--- config.mk ---
export PLATFORM = sky130hd
export DESIGN_NAME = wkp_top
export DESIGN_NICKNAME = d
export VERILOG_FILES = /design/src/core/wkp_ramp.v /design/src/core/wkp_top.v
export VERILOG_INCLUDE_DIRS = /design/src /design/src/common
export SDC_FILE = /design/constraint.sdc
export NUM_CORES = 1
export LEC_CHECK = 0
export BUFFER_PORTS_ARGS = -buffer_cell sky130_fd_sc_hd__buf_2
export CORE_MARGIN = 8
export CORE_UTILIZATION = 60
export CTS_CLUSTER_DIAMETER = 200
export DETAILED_ROUTE_END_ITERATION = 10
export PLACE_DENSITY = 0.75
export SYNTH_ARGS = -nofsm -noshare
export SYNTH_HDL_FRONTEND = slang
export SYNTH_SLANG_ARGS = --single-unit
--- constraint.sdc ---
create_clock -name clk -period 2.86 [get_ports clk]
set_clock_uncertainty 0.05 [all_clocks]
set_input_delay 0 -clock clk [delete_from_list [all_inputs] [get_ports clk]]
set_output_delay 0 -clock clk [all_outputs]
set_load 0.1 [all_outputs]
--- src/common/wkp_defs.vh ---
/*
 Constants for the watchdog and keep-alive power control block.
 Assumes a 100 MHz clock; included by bare name.
*/
`ifndef WKP_DEFS_VH
`define WKP_DEFS_VH

// ==========================================================
// Timing
// ==========================================================
`define WKP_CLK_PERIOD_NS   10
`define WKP_TRIG_MIN_US     10
`define WKP_TRIG_MIN_CYC    ((`WKP_TRIG_MIN_US * 1000 + `WKP_CLK_PERIOD_NS - 1) / `WKP_CLK_PERIOD_NS)
`define WKP_WD_TERM_CYC     5000000
`define WKP_WD_START_CYC    20
`define WKP_DLY_TERM_CYC    5000000
`define WKP_DLY_START_CYC   20
`define WKP_OFF_DROP_CYC    4

// ==========================================================
// Reset values
// ==========================================================
`define WKP_RST_N_RESET     1'b0
`define WKP_OUT_EN_RESET    1'b0

`endif

--- src/core/wkp_ramp.v ---
/*
 Ramp counter standing in for a charged timing capacitor.
 Assumes a single clock; clear forces the count back to zero, below the start level.
*/
`timescale 1ns/1ns
`default_nettype none

module wkp_ramp #(
  parameter integer START_CYC = 20,
  parameter integer TERM_CYC  = 5000000,
  parameter integer W         = 24
) (
  input  wire         clk,
  input  wire         reset,
  input  wire         clear,
  input  wire         run,
  output wire         at_start,
  output wire         at_term
);

  reg [W-1:0] cnt_q;

  // ========================================================
  // Counter
  // ========================================================
  always @(posedge clk) begin
    if (reset || clear) begin
      cnt_q <= {W{1'b0}};
    end else if (run && !at_term) begin
      cnt_q <= cnt_q + {{(W-1){1'b0}}, 1'b1};
    end
  end

  assign at_start = (cnt_q >= START_CYC[W-1:0]);
  assign at_term  = (cnt_q >= TERM_CYC[W-1:0]);

endmodule // wkp_ramp

`default_nettype wire

--- src/core/wkp_top.v ---
/*
 Watchdog and keep-alive power control logic of a dual-output regulator.
 Assumes pins from outside the clock domain; main_in_reg comes from the
 supply monitor; strap level sampled every cycle after reset release.
*/
`timescale 1ns/1ns
`default_nettype none
`include "wkp_defs.vh"

module wkp_top #(
  parameter integer WD_TERM_CYC  = `WKP_WD_TERM_CYC,
  parameter integer WD_START_CYC = `WKP_WD_START_CYC,
  parameter integer DLY_TERM_CYC = `WKP_DLY_TERM_CYC,
  parameter integer DLY_START_CYC= `WKP_DLY_START_CYC,
  parameter integer TRIG_MIN_CYC = `WKP_TRIG_MIN_CYC,
  parameter integer CNT_W        = 24
) (
  input  wire         clk,
  input  wire         reset,
  input  wire         on_off_in,
  input  wire         keep_alive_in,
  input  wire         wd_trigger_in,
  input  wire         wd_strap_disable_in,
  input  wire         main_in_reg,
  output wire         out_enable,
  output wire         sys_reset_n,
  output wire         wd_disabled
);

  // ========================================================
  // Input synchronisers
  // ========================================================
  reg [1:0] on_sync_q;
  reg [1:0] ka_sync_q;
  reg [1:0] trg_sync_q;
  reg [1:0] strap_sync_q;
  reg [1:0] reg_sync_q;

  always @(posedge clk) begin
    if (reset) begin
      on_sync_q    <= 2'h0;
      ka_sync_q    <= 2'h0;
      trg_sync_q   <= 2'h0;
      strap_sync_q <= 2'h0;
      reg_sync_q   <= 2'h0;
    end else begin
      on_sync_q    <= {on_sync_q[0], on_off_in};
      ka_sync_q    <= {ka_sync_q[0], keep_alive_in};
      trg_sync_q   <= {trg_sync_q[0], wd_trigger_in};
      strap_sync_q <= {strap_sync_q[0], wd_strap_disable_in};
      reg_sync_q   <= {reg_sync_q[0], main_in_reg};
    end
  end

  wire on_s    = on_sync_q[1];
  wire ka_s    = ka_sync_q[1];
  wire trg_s   = trg_sync_q[1];
  wire strap_s = strap_sync_q[1];
  wire reg_s   = reg_sync_q[1];

  // ========================================================
  // Output enable
  // ========================================================
  reg out_en_q;

  always @(posedge clk) begin
    if (reset) begin
      out_en_q <= `WKP_OUT_EN_RESET;
    end else begin
      out_en_q <= on_s | ka_s;
    end
  end

  assign out_enable = out_en_q;

  // ========================================================
  // Main output settling
  // ========================================================
  // Main output drops out at once when disabled and needs a few cycles
  // to come back, so a brief off pulse still restarts the delay
  localparam [7:0] SETTLE_LOAD = `WKP_OFF_DROP_CYC;

  reg [7:0] settle_q;

  always @(posedge clk) begin
    if (reset) begin
      settle_q <= SETTLE_LOAD;
    end else if (!out_en_q) begin
      settle_q <= SETTLE_LOAD;
    end else if (settle_q != 8'h00) begin
      settle_q <= settle_q - 8'h01;
    end
  end

  // ========================================================
  // Strap capture
  // ========================================================
  reg wd_dis_q;

  always @(posedge clk) begin
    if (reset) begin
      wd_dis_q <= 1'b0;
    end else begin
      wd_dis_q <= strap_s;
    end
  end

  assign wd_disabled = wd_dis_q;

  // ========================================================
  // Trigger qualification and one-shot
  // ========================================================
  reg             trg_prev_q;
  reg             trg_armed_q;
  reg [CNT_W-1:0] trg_len_q;
  reg             one_shot_q;

  wire trg_rise = trg_s & ~trg_prev_q;

  always @(posedge clk) begin
    if (reset) begin
      trg_prev_q  <= 1'b0;
      trg_armed_q <= 1'b0;
      trg_len_q   <= {CNT_W{1'b0}};
      one_shot_q  <= 1'b0;
    end else begin
      trg_prev_q <= trg_s;
      one_shot_q <= 1'b0;
      if (trg_rise) begin
        trg_armed_q <= 1'b1;
        trg_len_q   <= {{(CNT_W-1){1'b0}}, 1'b1};
      end else if (trg_s && trg_armed_q) begin
        if (trg_len_q >= TRIG_MIN_CYC[CNT_W-1:0] - 1) begin
          one_shot_q  <= 1'b1;
          trg_armed_q <= 1'b0;
        end else begin
          trg_len_q <= trg_len_q + {{(CNT_W-1){1'b0}}, 1'b1};
        end
      end else if (!trg_s) begin
        trg_armed_q <= 1'b0;
      end
    end
  end

  // ========================================================
  // Reset sequencer
  // ========================================================
  localparam [3:0] ST_OFF   = 4'h1;
  localparam [3:0] ST_DELAY = 4'h2;
  localparam [3:0] ST_RUN   = 4'h4;
  localparam [3:0] ST_WDRST = 4'h8;

  reg [3:0] st_q;
  reg [3:0] st_d;
  reg       rst_n_q;

  wire dly_term;
  wire wd_start;
  wire wd_term;
  reg  wd_latch_q;

  // Supply in regulation only while outputs enabled, settled and monitor good
  wire supply_ok = out_en_q & reg_s & (settle_q == 8'h00);

  always @* begin
    st_d = st_q;
    case (st_q)
      ST_OFF: begin
        if (supply_ok) begin
          st_d = ST_DELAY;
        end
      end
      ST_DELAY: begin
        if (!supply_ok) begin
          st_d = ST_OFF;
        end else if (dly_term) begin
          st_d = ST_RUN;
        end
      end
      ST_RUN: begin
        if (!supply_ok) begin
          st_d = ST_OFF;
        end else if (wd_term && !wd_dis_q) begin
          st_d = ST_WDRST;
        end
      end
      ST_WDRST: begin
        st_d = ST_DELAY;
      end
      default: begin
        st_d = ST_OFF;
      end
    endcase
  end

  always @(posedge clk) begin
    if (reset) begin
      st_q    <= ST_OFF;
      rst_n_q <= `WKP_RST_N_RESET;
    end else begin
      st_q    <= st_d;
      rst_n_q <= (st_d == ST_RUN);
    end
  end

  assign sys_reset_n = rst_n_q;

  // ========================================================
  // Delay and watchdog ramps
  // ========================================================
  wire dly_clear = (st_q != ST_DELAY);

  wkp_ramp #(
    .START_CYC (DLY_START_CYC),
    .TERM_CYC  (DLY_TERM_CYC),
    .W         (CNT_W)
  ) u_dly (
    .clk      (clk),
    .reset    (reset),
    .clear    (dly_clear),
    .run      (1'b1),
    .at_start (),
    .at_term  (dly_term)
  );

  // Discharge latch holds until the start level is reached
  always @(posedge clk) begin
    if (reset) begin
      wd_latch_q <= 1'b0;
    end else if (one_shot_q) begin
      wd_latch_q <= 1'b1;
    end else if (wd_start) begin
      wd_latch_q <= 1'b0;
    end
  end

  wire wd_clear = !rst_n_q || wd_dis_q || (one_shot_q && !wd_latch_q);

  wkp_ramp #(
    .START_CYC (WD_START_CYC),
    .TERM_CYC  (WD_TERM_CYC),
    .W         (CNT_W)
  ) u_wd (
    .clk      (clk),
    .reset    (reset),
    .clear    (wd_clear),
    .run      (1'b1),
    .at_start (wd_start),
    .at_term  (wd_term)
  );

endmodule // wkp_top

`default_nettype wire

==> flow_metrics.tcl, run 1 <==
set metrics [dict create \
    outcome "finished clean" \
    synth_edf_count 0 \
    synth_area_sq_um 4650 \
    dpl-instance-area_sq_um 4750 \
    vias_per_cell 6.14 \
    synthToLayoutAreaGrowth_pct 7.94 \
    io_buffers 9 \
    track_usage_pct 18.2 \
    stdcell_count 645 \
    hpwlAfterDp_um 6430 \
    utilization_pct 66.0 \
    hp-class "primary input to flop" \
    detail-route-antenna-nets 0 \
    drc 0 \
    finalMaxSlewViolations 0 \
    die_h_um 104 \
    path_clk_slew_ns 0.10 \
    grt_max_degree 28 \
    crit_arrival_ns 2.64 \
    worstSkewPairLatency_ns 0.37 \
    yosysTopAreaCellShare_pct 43.5 \
    vias 3960 \
    p_per_area_nw_per_um2 493 \
    critPathTopFamily "simple AND/OR/NAND/NOR gates" \
    netlist_instances 531 \
    drive_gt1_share_pct 8.66 \
    ys_async_sr_fraction_pct 0 \
    grt_setup_unrepaired "no" \
    ys_dominant_reg_cell "dfxtp_1" \
    fin_setup_tns_ns 0 \
    pre_cts_slack_ns 0.442 \
    synth.area.top_cells "dfxtp_1, a21oi_1, o31ai_1" \
    power_switching_mw 0.541 \
    p_sw_share_pct 21.8 \
    combPwrFrac_pct 2.1 \
    worst-path-buf-inv 0 \
    fin_nets 551 \
    drt_wl_total_um 9550 \
    cp_slowest_cell "or4_4" \
    grt_overflow 0 \
    htree_num_levels 3 \
    fp.dieArea_sq_um 10800 \
    cts_tree "yes" \
    wl_per_cell_um 14.8 \
    cts_resized 0 \
    ys_seq_elements 101 \
    core_area_sq_um 7610 \
    cpMostUsedCell "or4_1" \
    post_cts_buffers 0 \
    path_class "flop to flop" \
    hold_buffers 5 \
    maxCapViolations 0 \
    grt_pass1_vias 3692 \
    seq_area_frac_synth_pct 43.5 \
    num_rows 32 \
    final_cell_area_sq_um 5020 \
    synth_most_common_cell "dfxtp_1" \
    p_int_mw 1.94 \
    vdd_drop_max_uv 429 \
    gp_congestion 0.830 \
    cts_buffers 9 \
    drt_pass1_iterations 5 \
    timing.fmax_mhz 407 \
    ys_warn_count 0 \
    worst_pin_slew_ns 1.02 \
    root_buffer "clkbuf_8" \
    dp_cells 624 \
    p_leak_nw 1.60 \
    synth_largest_area_cell "dfxtp_1" \
    drtIter0Drc 210 \
    synth_common_cells "dfxtp_1, nand2_1, nor2_1, a21oi_1, nand3_1" \
    seqPwrFrac_pct 57.4 \
    power_mw 2.48 \
    finalSetupViolCount 0 \
    pwr-share-clk_pct 40.5 \
    finalHoldViolations 0 \
    clockBufferDepth 2 \
    ioPinCount 10 \
    grt_pass1_wl_um 16800 \
    ys_types 56 \
    die_w_um 104 \
    fin_ws_ns 0.404 \
    startpoint_type "flop" \
    cp-end-kind "flop" \
    synthesis.nets 544 \
    slew_headroom_pct 31.9 \
    diodes 0 \
    max_stage_delay_ns 0.62 \
    antenna_found_initial 0 \
    fin_crit_sh_pct 85.9 \
    cp.required_ns 3.04 \
    initial_core_util_pct 61.1 \
    cp_cell_sequence "or4_1, or4_4, a21oi_4, or4_1, a21oi_2" \
    cts_sinks 101 \
    timing.hold.ws_ns 0.0310 \
    synth.avg_cell_area_sq_um 8.75 \
    path_max_fanout 18 \
    finalCriticalPeriod_ns 2.46 \
]
-- worst reg2reg max path: cells and delay by family, from the launching register on --
| kind | cells | cell delay [ns] |
|---|---|---|
| AND/OR/NAND/NOR | 3 | 1.41 |
| AO/OA/AOI/OAI | 2 | 0.48 |
| flip-flops | 1 | 0.39 |
-- placed cells by master, fill, tap and decap left out, types with 3 or more instances in the layout --
| cell type | netlist | final |
|---|---|---|
| ha_1 | 6 | 6 |
| dfxtp_1 | 101 | 101 |
| buf_2 | 2 | 9 |
| nor4_1 | 19 | 19 |
| o31ai_1 | 20 | 20 |
| clkbuf_8 | 0 | 9 |
| a21oi_2 | 11 | 11 |
| nor2_1 | 36 | 36 |
| mux2i_1 | 4 | 4 |
| nand3_1 | 28 | 28 |
| nor3_1 | 6 | 6 |
| and3_1 | 9 | 9 |
| o21ai_1 | 9 | 9 |
| a21oi_1 | 34 | 34 |
| nand4_1 | 15 | 15 |
| nand2_1 | 36 | 36 |
| inv_6 | 0 | 3 |
| and4_1 | 3 | 3 |
| or4_1 | 20 | 20 |
| nand2b_1 | 10 | 10 |
| a31oi_1 | 4 | 4 |
| xor2_1 | 3 | 3 |
| inv_1 | 14 | 14 |
| o211ai_1 | 5 | 5 |
| o21ai_0 | 15 | 15 |
| buf_4 | 0 | 3 |
| dlygate4sd3_1 | 0 | 5 |
| or3_1 | 23 | 23 |
| a211oi_1 | 3 | 3 |
| a211o_1 | 5 | 5 |
| xnor2_1 | 8 | 8 |
| nor2b_1 | 15 | 15 |
| and2_1 | 17 | 17 |
| o2111ai_1 | 3 | 3 |
-- kinds of logic (layout without fill, tap and decap cells) --
family	count (synthesis)	count (layout)	synth area share (%)
AOI/OAI and AO/OA	126	126	18.9
xor gates and xnor gates	11	11	2.07
DFF	101	101	43.5
and+or+nand+nor	247	247	29.6
muxes	5	5	1.10
buffers and inverters	35	47	3.20
adders and majority gates	6	6	1.62
-- registers in the layout, summed over array words and instances (netlist names) --
register and count:
reg_sync_q 2, trg_armed_q 1, ka_sync_q 2, u_wd.cnt_q 24, on_sync_q 2, out_enable 1
u_dly.cnt_q 24, wd_disabled 1, trg_prev_q 1, st_q 4, trg_len_q 24, one_shot_q 1
trg_sync_q 2, sys_reset_n 1, strap_sync_q 2, wd_latch_q 1, settle_q 8
-- power groups by stage --
stage | combinational (mW) | sequential (mW) | clock, mW
floorplan | 0.0290 | 1.46 | 0
CTS | 0.0511 | 1.42 | 1.02
global route | 0.0566 | 1.42 | 1.09
finish | 0.0514 | 1.42 | 1.00
global placement | 0.0443 | 1.45 | 0
detailed placement | 0.0458 | 1.45 | 0
-- layout make-up --
cell class                      count  area [sq um]
Clock inverter                      7          96.3
Clock buffer                        9           124
Fill cell                         635          2590
Timing Repair Buffer               17           118
Inverter                           14          52.6
Multi-Input combinational cell    395          2480
Sequential cell                   101          2020
Tap cell                          102           128
-- layer usage --
metal,wire length (um),track usage (%)
met2,4500,30.1
met3,457,3.90
met1,4480,22.6
met5,0,0
met4,112,7.14
-- path summary, 6_finish.rpt --
kind,start,end,slack [ns],cells past startpoint
min reg2reg,on_sync_q[0],on_sync_q[1],0.40,1
min,reset,strap_sync_q[0],0.03,2
max,u_wd.cnt_q[12],u_wd.cnt_q[7],0.40,5
max reg2reg,u_wd.cnt_q[12],u_wd.cnt_q[7],0.40,5
No activity file was read; power rests on OpenSTA's default activity.
==> run 2, diff against run 1 <==
- SYNTH_HIERARCHICAL: unset -> 1
==> run 2 against run 1 <==
Effect of this change: combinational power increased by 20%; design area is 3.4% higher; die area is 3.1% higher; via count grew 0.81%; synthesized area up 3.7%; largest cell class unchanged; first-iteration DRC count down 8.1%; worst setup slack gained 0.14 ns.
==> flow_metrics.tcl, run 2 <==
set metrics [dict create \
    cts_buffers 9 \
    clockBufferDepth 2 \
    detail-route-antenna-nets 0 \
    htree_num_levels 3 \
    reg_top3 "trg_len_q x24, u_dly/cnt_q x24, u_wd/cnt_q x24" \
    layout_commonest_cell "dfxtp_1" \
    power_mw 2.44 \
    track_usage_pct 17.8 \
    outcome "finished clean" \
    num_rows 32 \
    gp_congestion 0.846 \
    grt_max_degree 41 \
    fin_ws_ns 0.544 \
    finalCriticalPeriod_ns 2.32 \
    grt_overflow 0 \
    finalSetupViolCount 0 \
    dpl-instance-area_sq_um 4920 \
    crit_arrival_ns 2.54 \
    core_area_sq_um 7770 \
    cts_tree "yes" \
    vias 3992 \
    die_h_um 106 \
    grt_pass1_wl_um 17000 \
    finalHoldViolations 0 \
    antenna_found_initial 0 \
    final_cell_mix "dfxtp_1, nand2_1, a21oi_1, nor2_1, or3_1" \
    timing.hold.ws_ns 0.0856 \
    maxCapViolations 0 \
    ioPinCount 10 \
    fin_nets 573 \
    hpwlAfterDp_um 6470 \
    path_max_fanout 18 \
    startpoint_type "flop" \
    cp_cell_sequence "o211ai_1, a21boi_1, nor3_2, and4_1, o21a_1" \
    slew_headroom_pct 24.1 \
    synth.avg_cell_area_sq_um 8.83 \
    pre_cts_slack_ns 0.586 \
    p_per_area_nw_per_um2 470 \
    final_cell_area_sq_um 5190 \
    hold_buffers 5 \
    root_buffer "clkbuf_8" \
    grt_pass1_vias 3833 \
    worst_pin_slew_ns 1.14 \
    cp_slowest_cell "a21boi_1" \
    vdd_drop_max_uv 303 \
    cp.required_ns 3.08 \
    cts_sinks 101 \
    drive_gt1_share_pct 9.75 \
    synthToLayoutAreaGrowth_pct 7.63 \
    cts_resized 0 \
    drc 0 \
    synth_area_sq_um 4820 \
    initial_core_util_pct 62.1 \
    fp.dieArea_sq_um 11200 \
    finalMaxSlewViolations 0 \
    vias_per_cell 5.99 \
    fin_setup_tns_ns 0 \
    io_buffers 9 \
    hp-class "primary input to flop" \
    ys_warn_count 6 \
    hold_depth 2 \
    diodes 0 \
    path_class "flop to flop" \
    post_cts_buffers 0 \
    fin_crit_sh_pct 81.0 \
    wl_per_cell_um 14.3 \
    drtIter0Drc 193 \
    die_w_um 106 \
    drt_pass1_iterations 6 \
    worstSkewPairLatency_ns 0.36 \
    cp-end-kind "flop" \
    p_leak_nw 1.85 \
    netlist_instances 546 \
    rr_worst_depth 5 \
    max_stage_delay_ns 0.90 \
    drt_wl_total_um 9540 \
    path_clk_slew_ns 0.10 \
    nFillCells 652 \
    grt_setup_unrepaired "no" \
    timing.fmax_mhz 432 \
]
==> run 2: routing by layer <==
metal / up-vias / track usage [%] / wire length, um
li1: 2035 / - / -
met3: 12 / 4.63 / 375
met5: - / 0 / 0
met2: 74 / 29.0 / 4450
met4: 0 / 5.53 / 136
met1: 1871 / 22.5 / 4570
==> run 2: power breakdown <==
group          internal (mW)  switching (mW)  leakage [nW]
combinational         0.0248          0.0370         0.933
sequential              1.42         0.00570         0.816
clock                  0.426           0.530         0.105
total                   1.87           0.572          1.85
==> run 2: area by class of cell <==
cell class	count	area, sq um	area share (%)
multi-input cells	414	2640	50.9
inverters	14	52.6	1.01
clock buffers	9	124	2.39
flip-flops and latches	101	2020	39.0
clock inverters	7	91.3	1.76
well taps	102	128	2.46
repair buffers	19	133	2.56
==> run 2: worst paths after layout <==
kind	endpoint	slack, ns	from
worst max-delay path	u_wd/cnt_q[18]	0.54	u_wd/cnt_q[16]
worst min-delay path	trg_sync_q[0]	0.09	reset
worst max register to register	u_wd/cnt_q[18]	0.54	u_wd/cnt_q[16]
worst min register to register	trg_sync_q[1]	0.40	trg_sync_q[0]
==> run 2: per-stage QoR <==
| step | instances | utilization (%) |
|---|---|---|
| finish | 666 | 66.8 |
| global route | 666 | 66.8 |
| detailed placement | 645 | 63.4 |
| floorplan | 553 | - |
| CTS | 666 | 66.8 |
| global placement | 645 | 63.4 |
==> run 2: critical path, delay by kind of cell, from the launching register on <==
kind	cells	cell delay [ns]
AOI/OAI and AO/OA	3	1.19
DFF	1	0.42
and+or+nand+nor	2	0.56
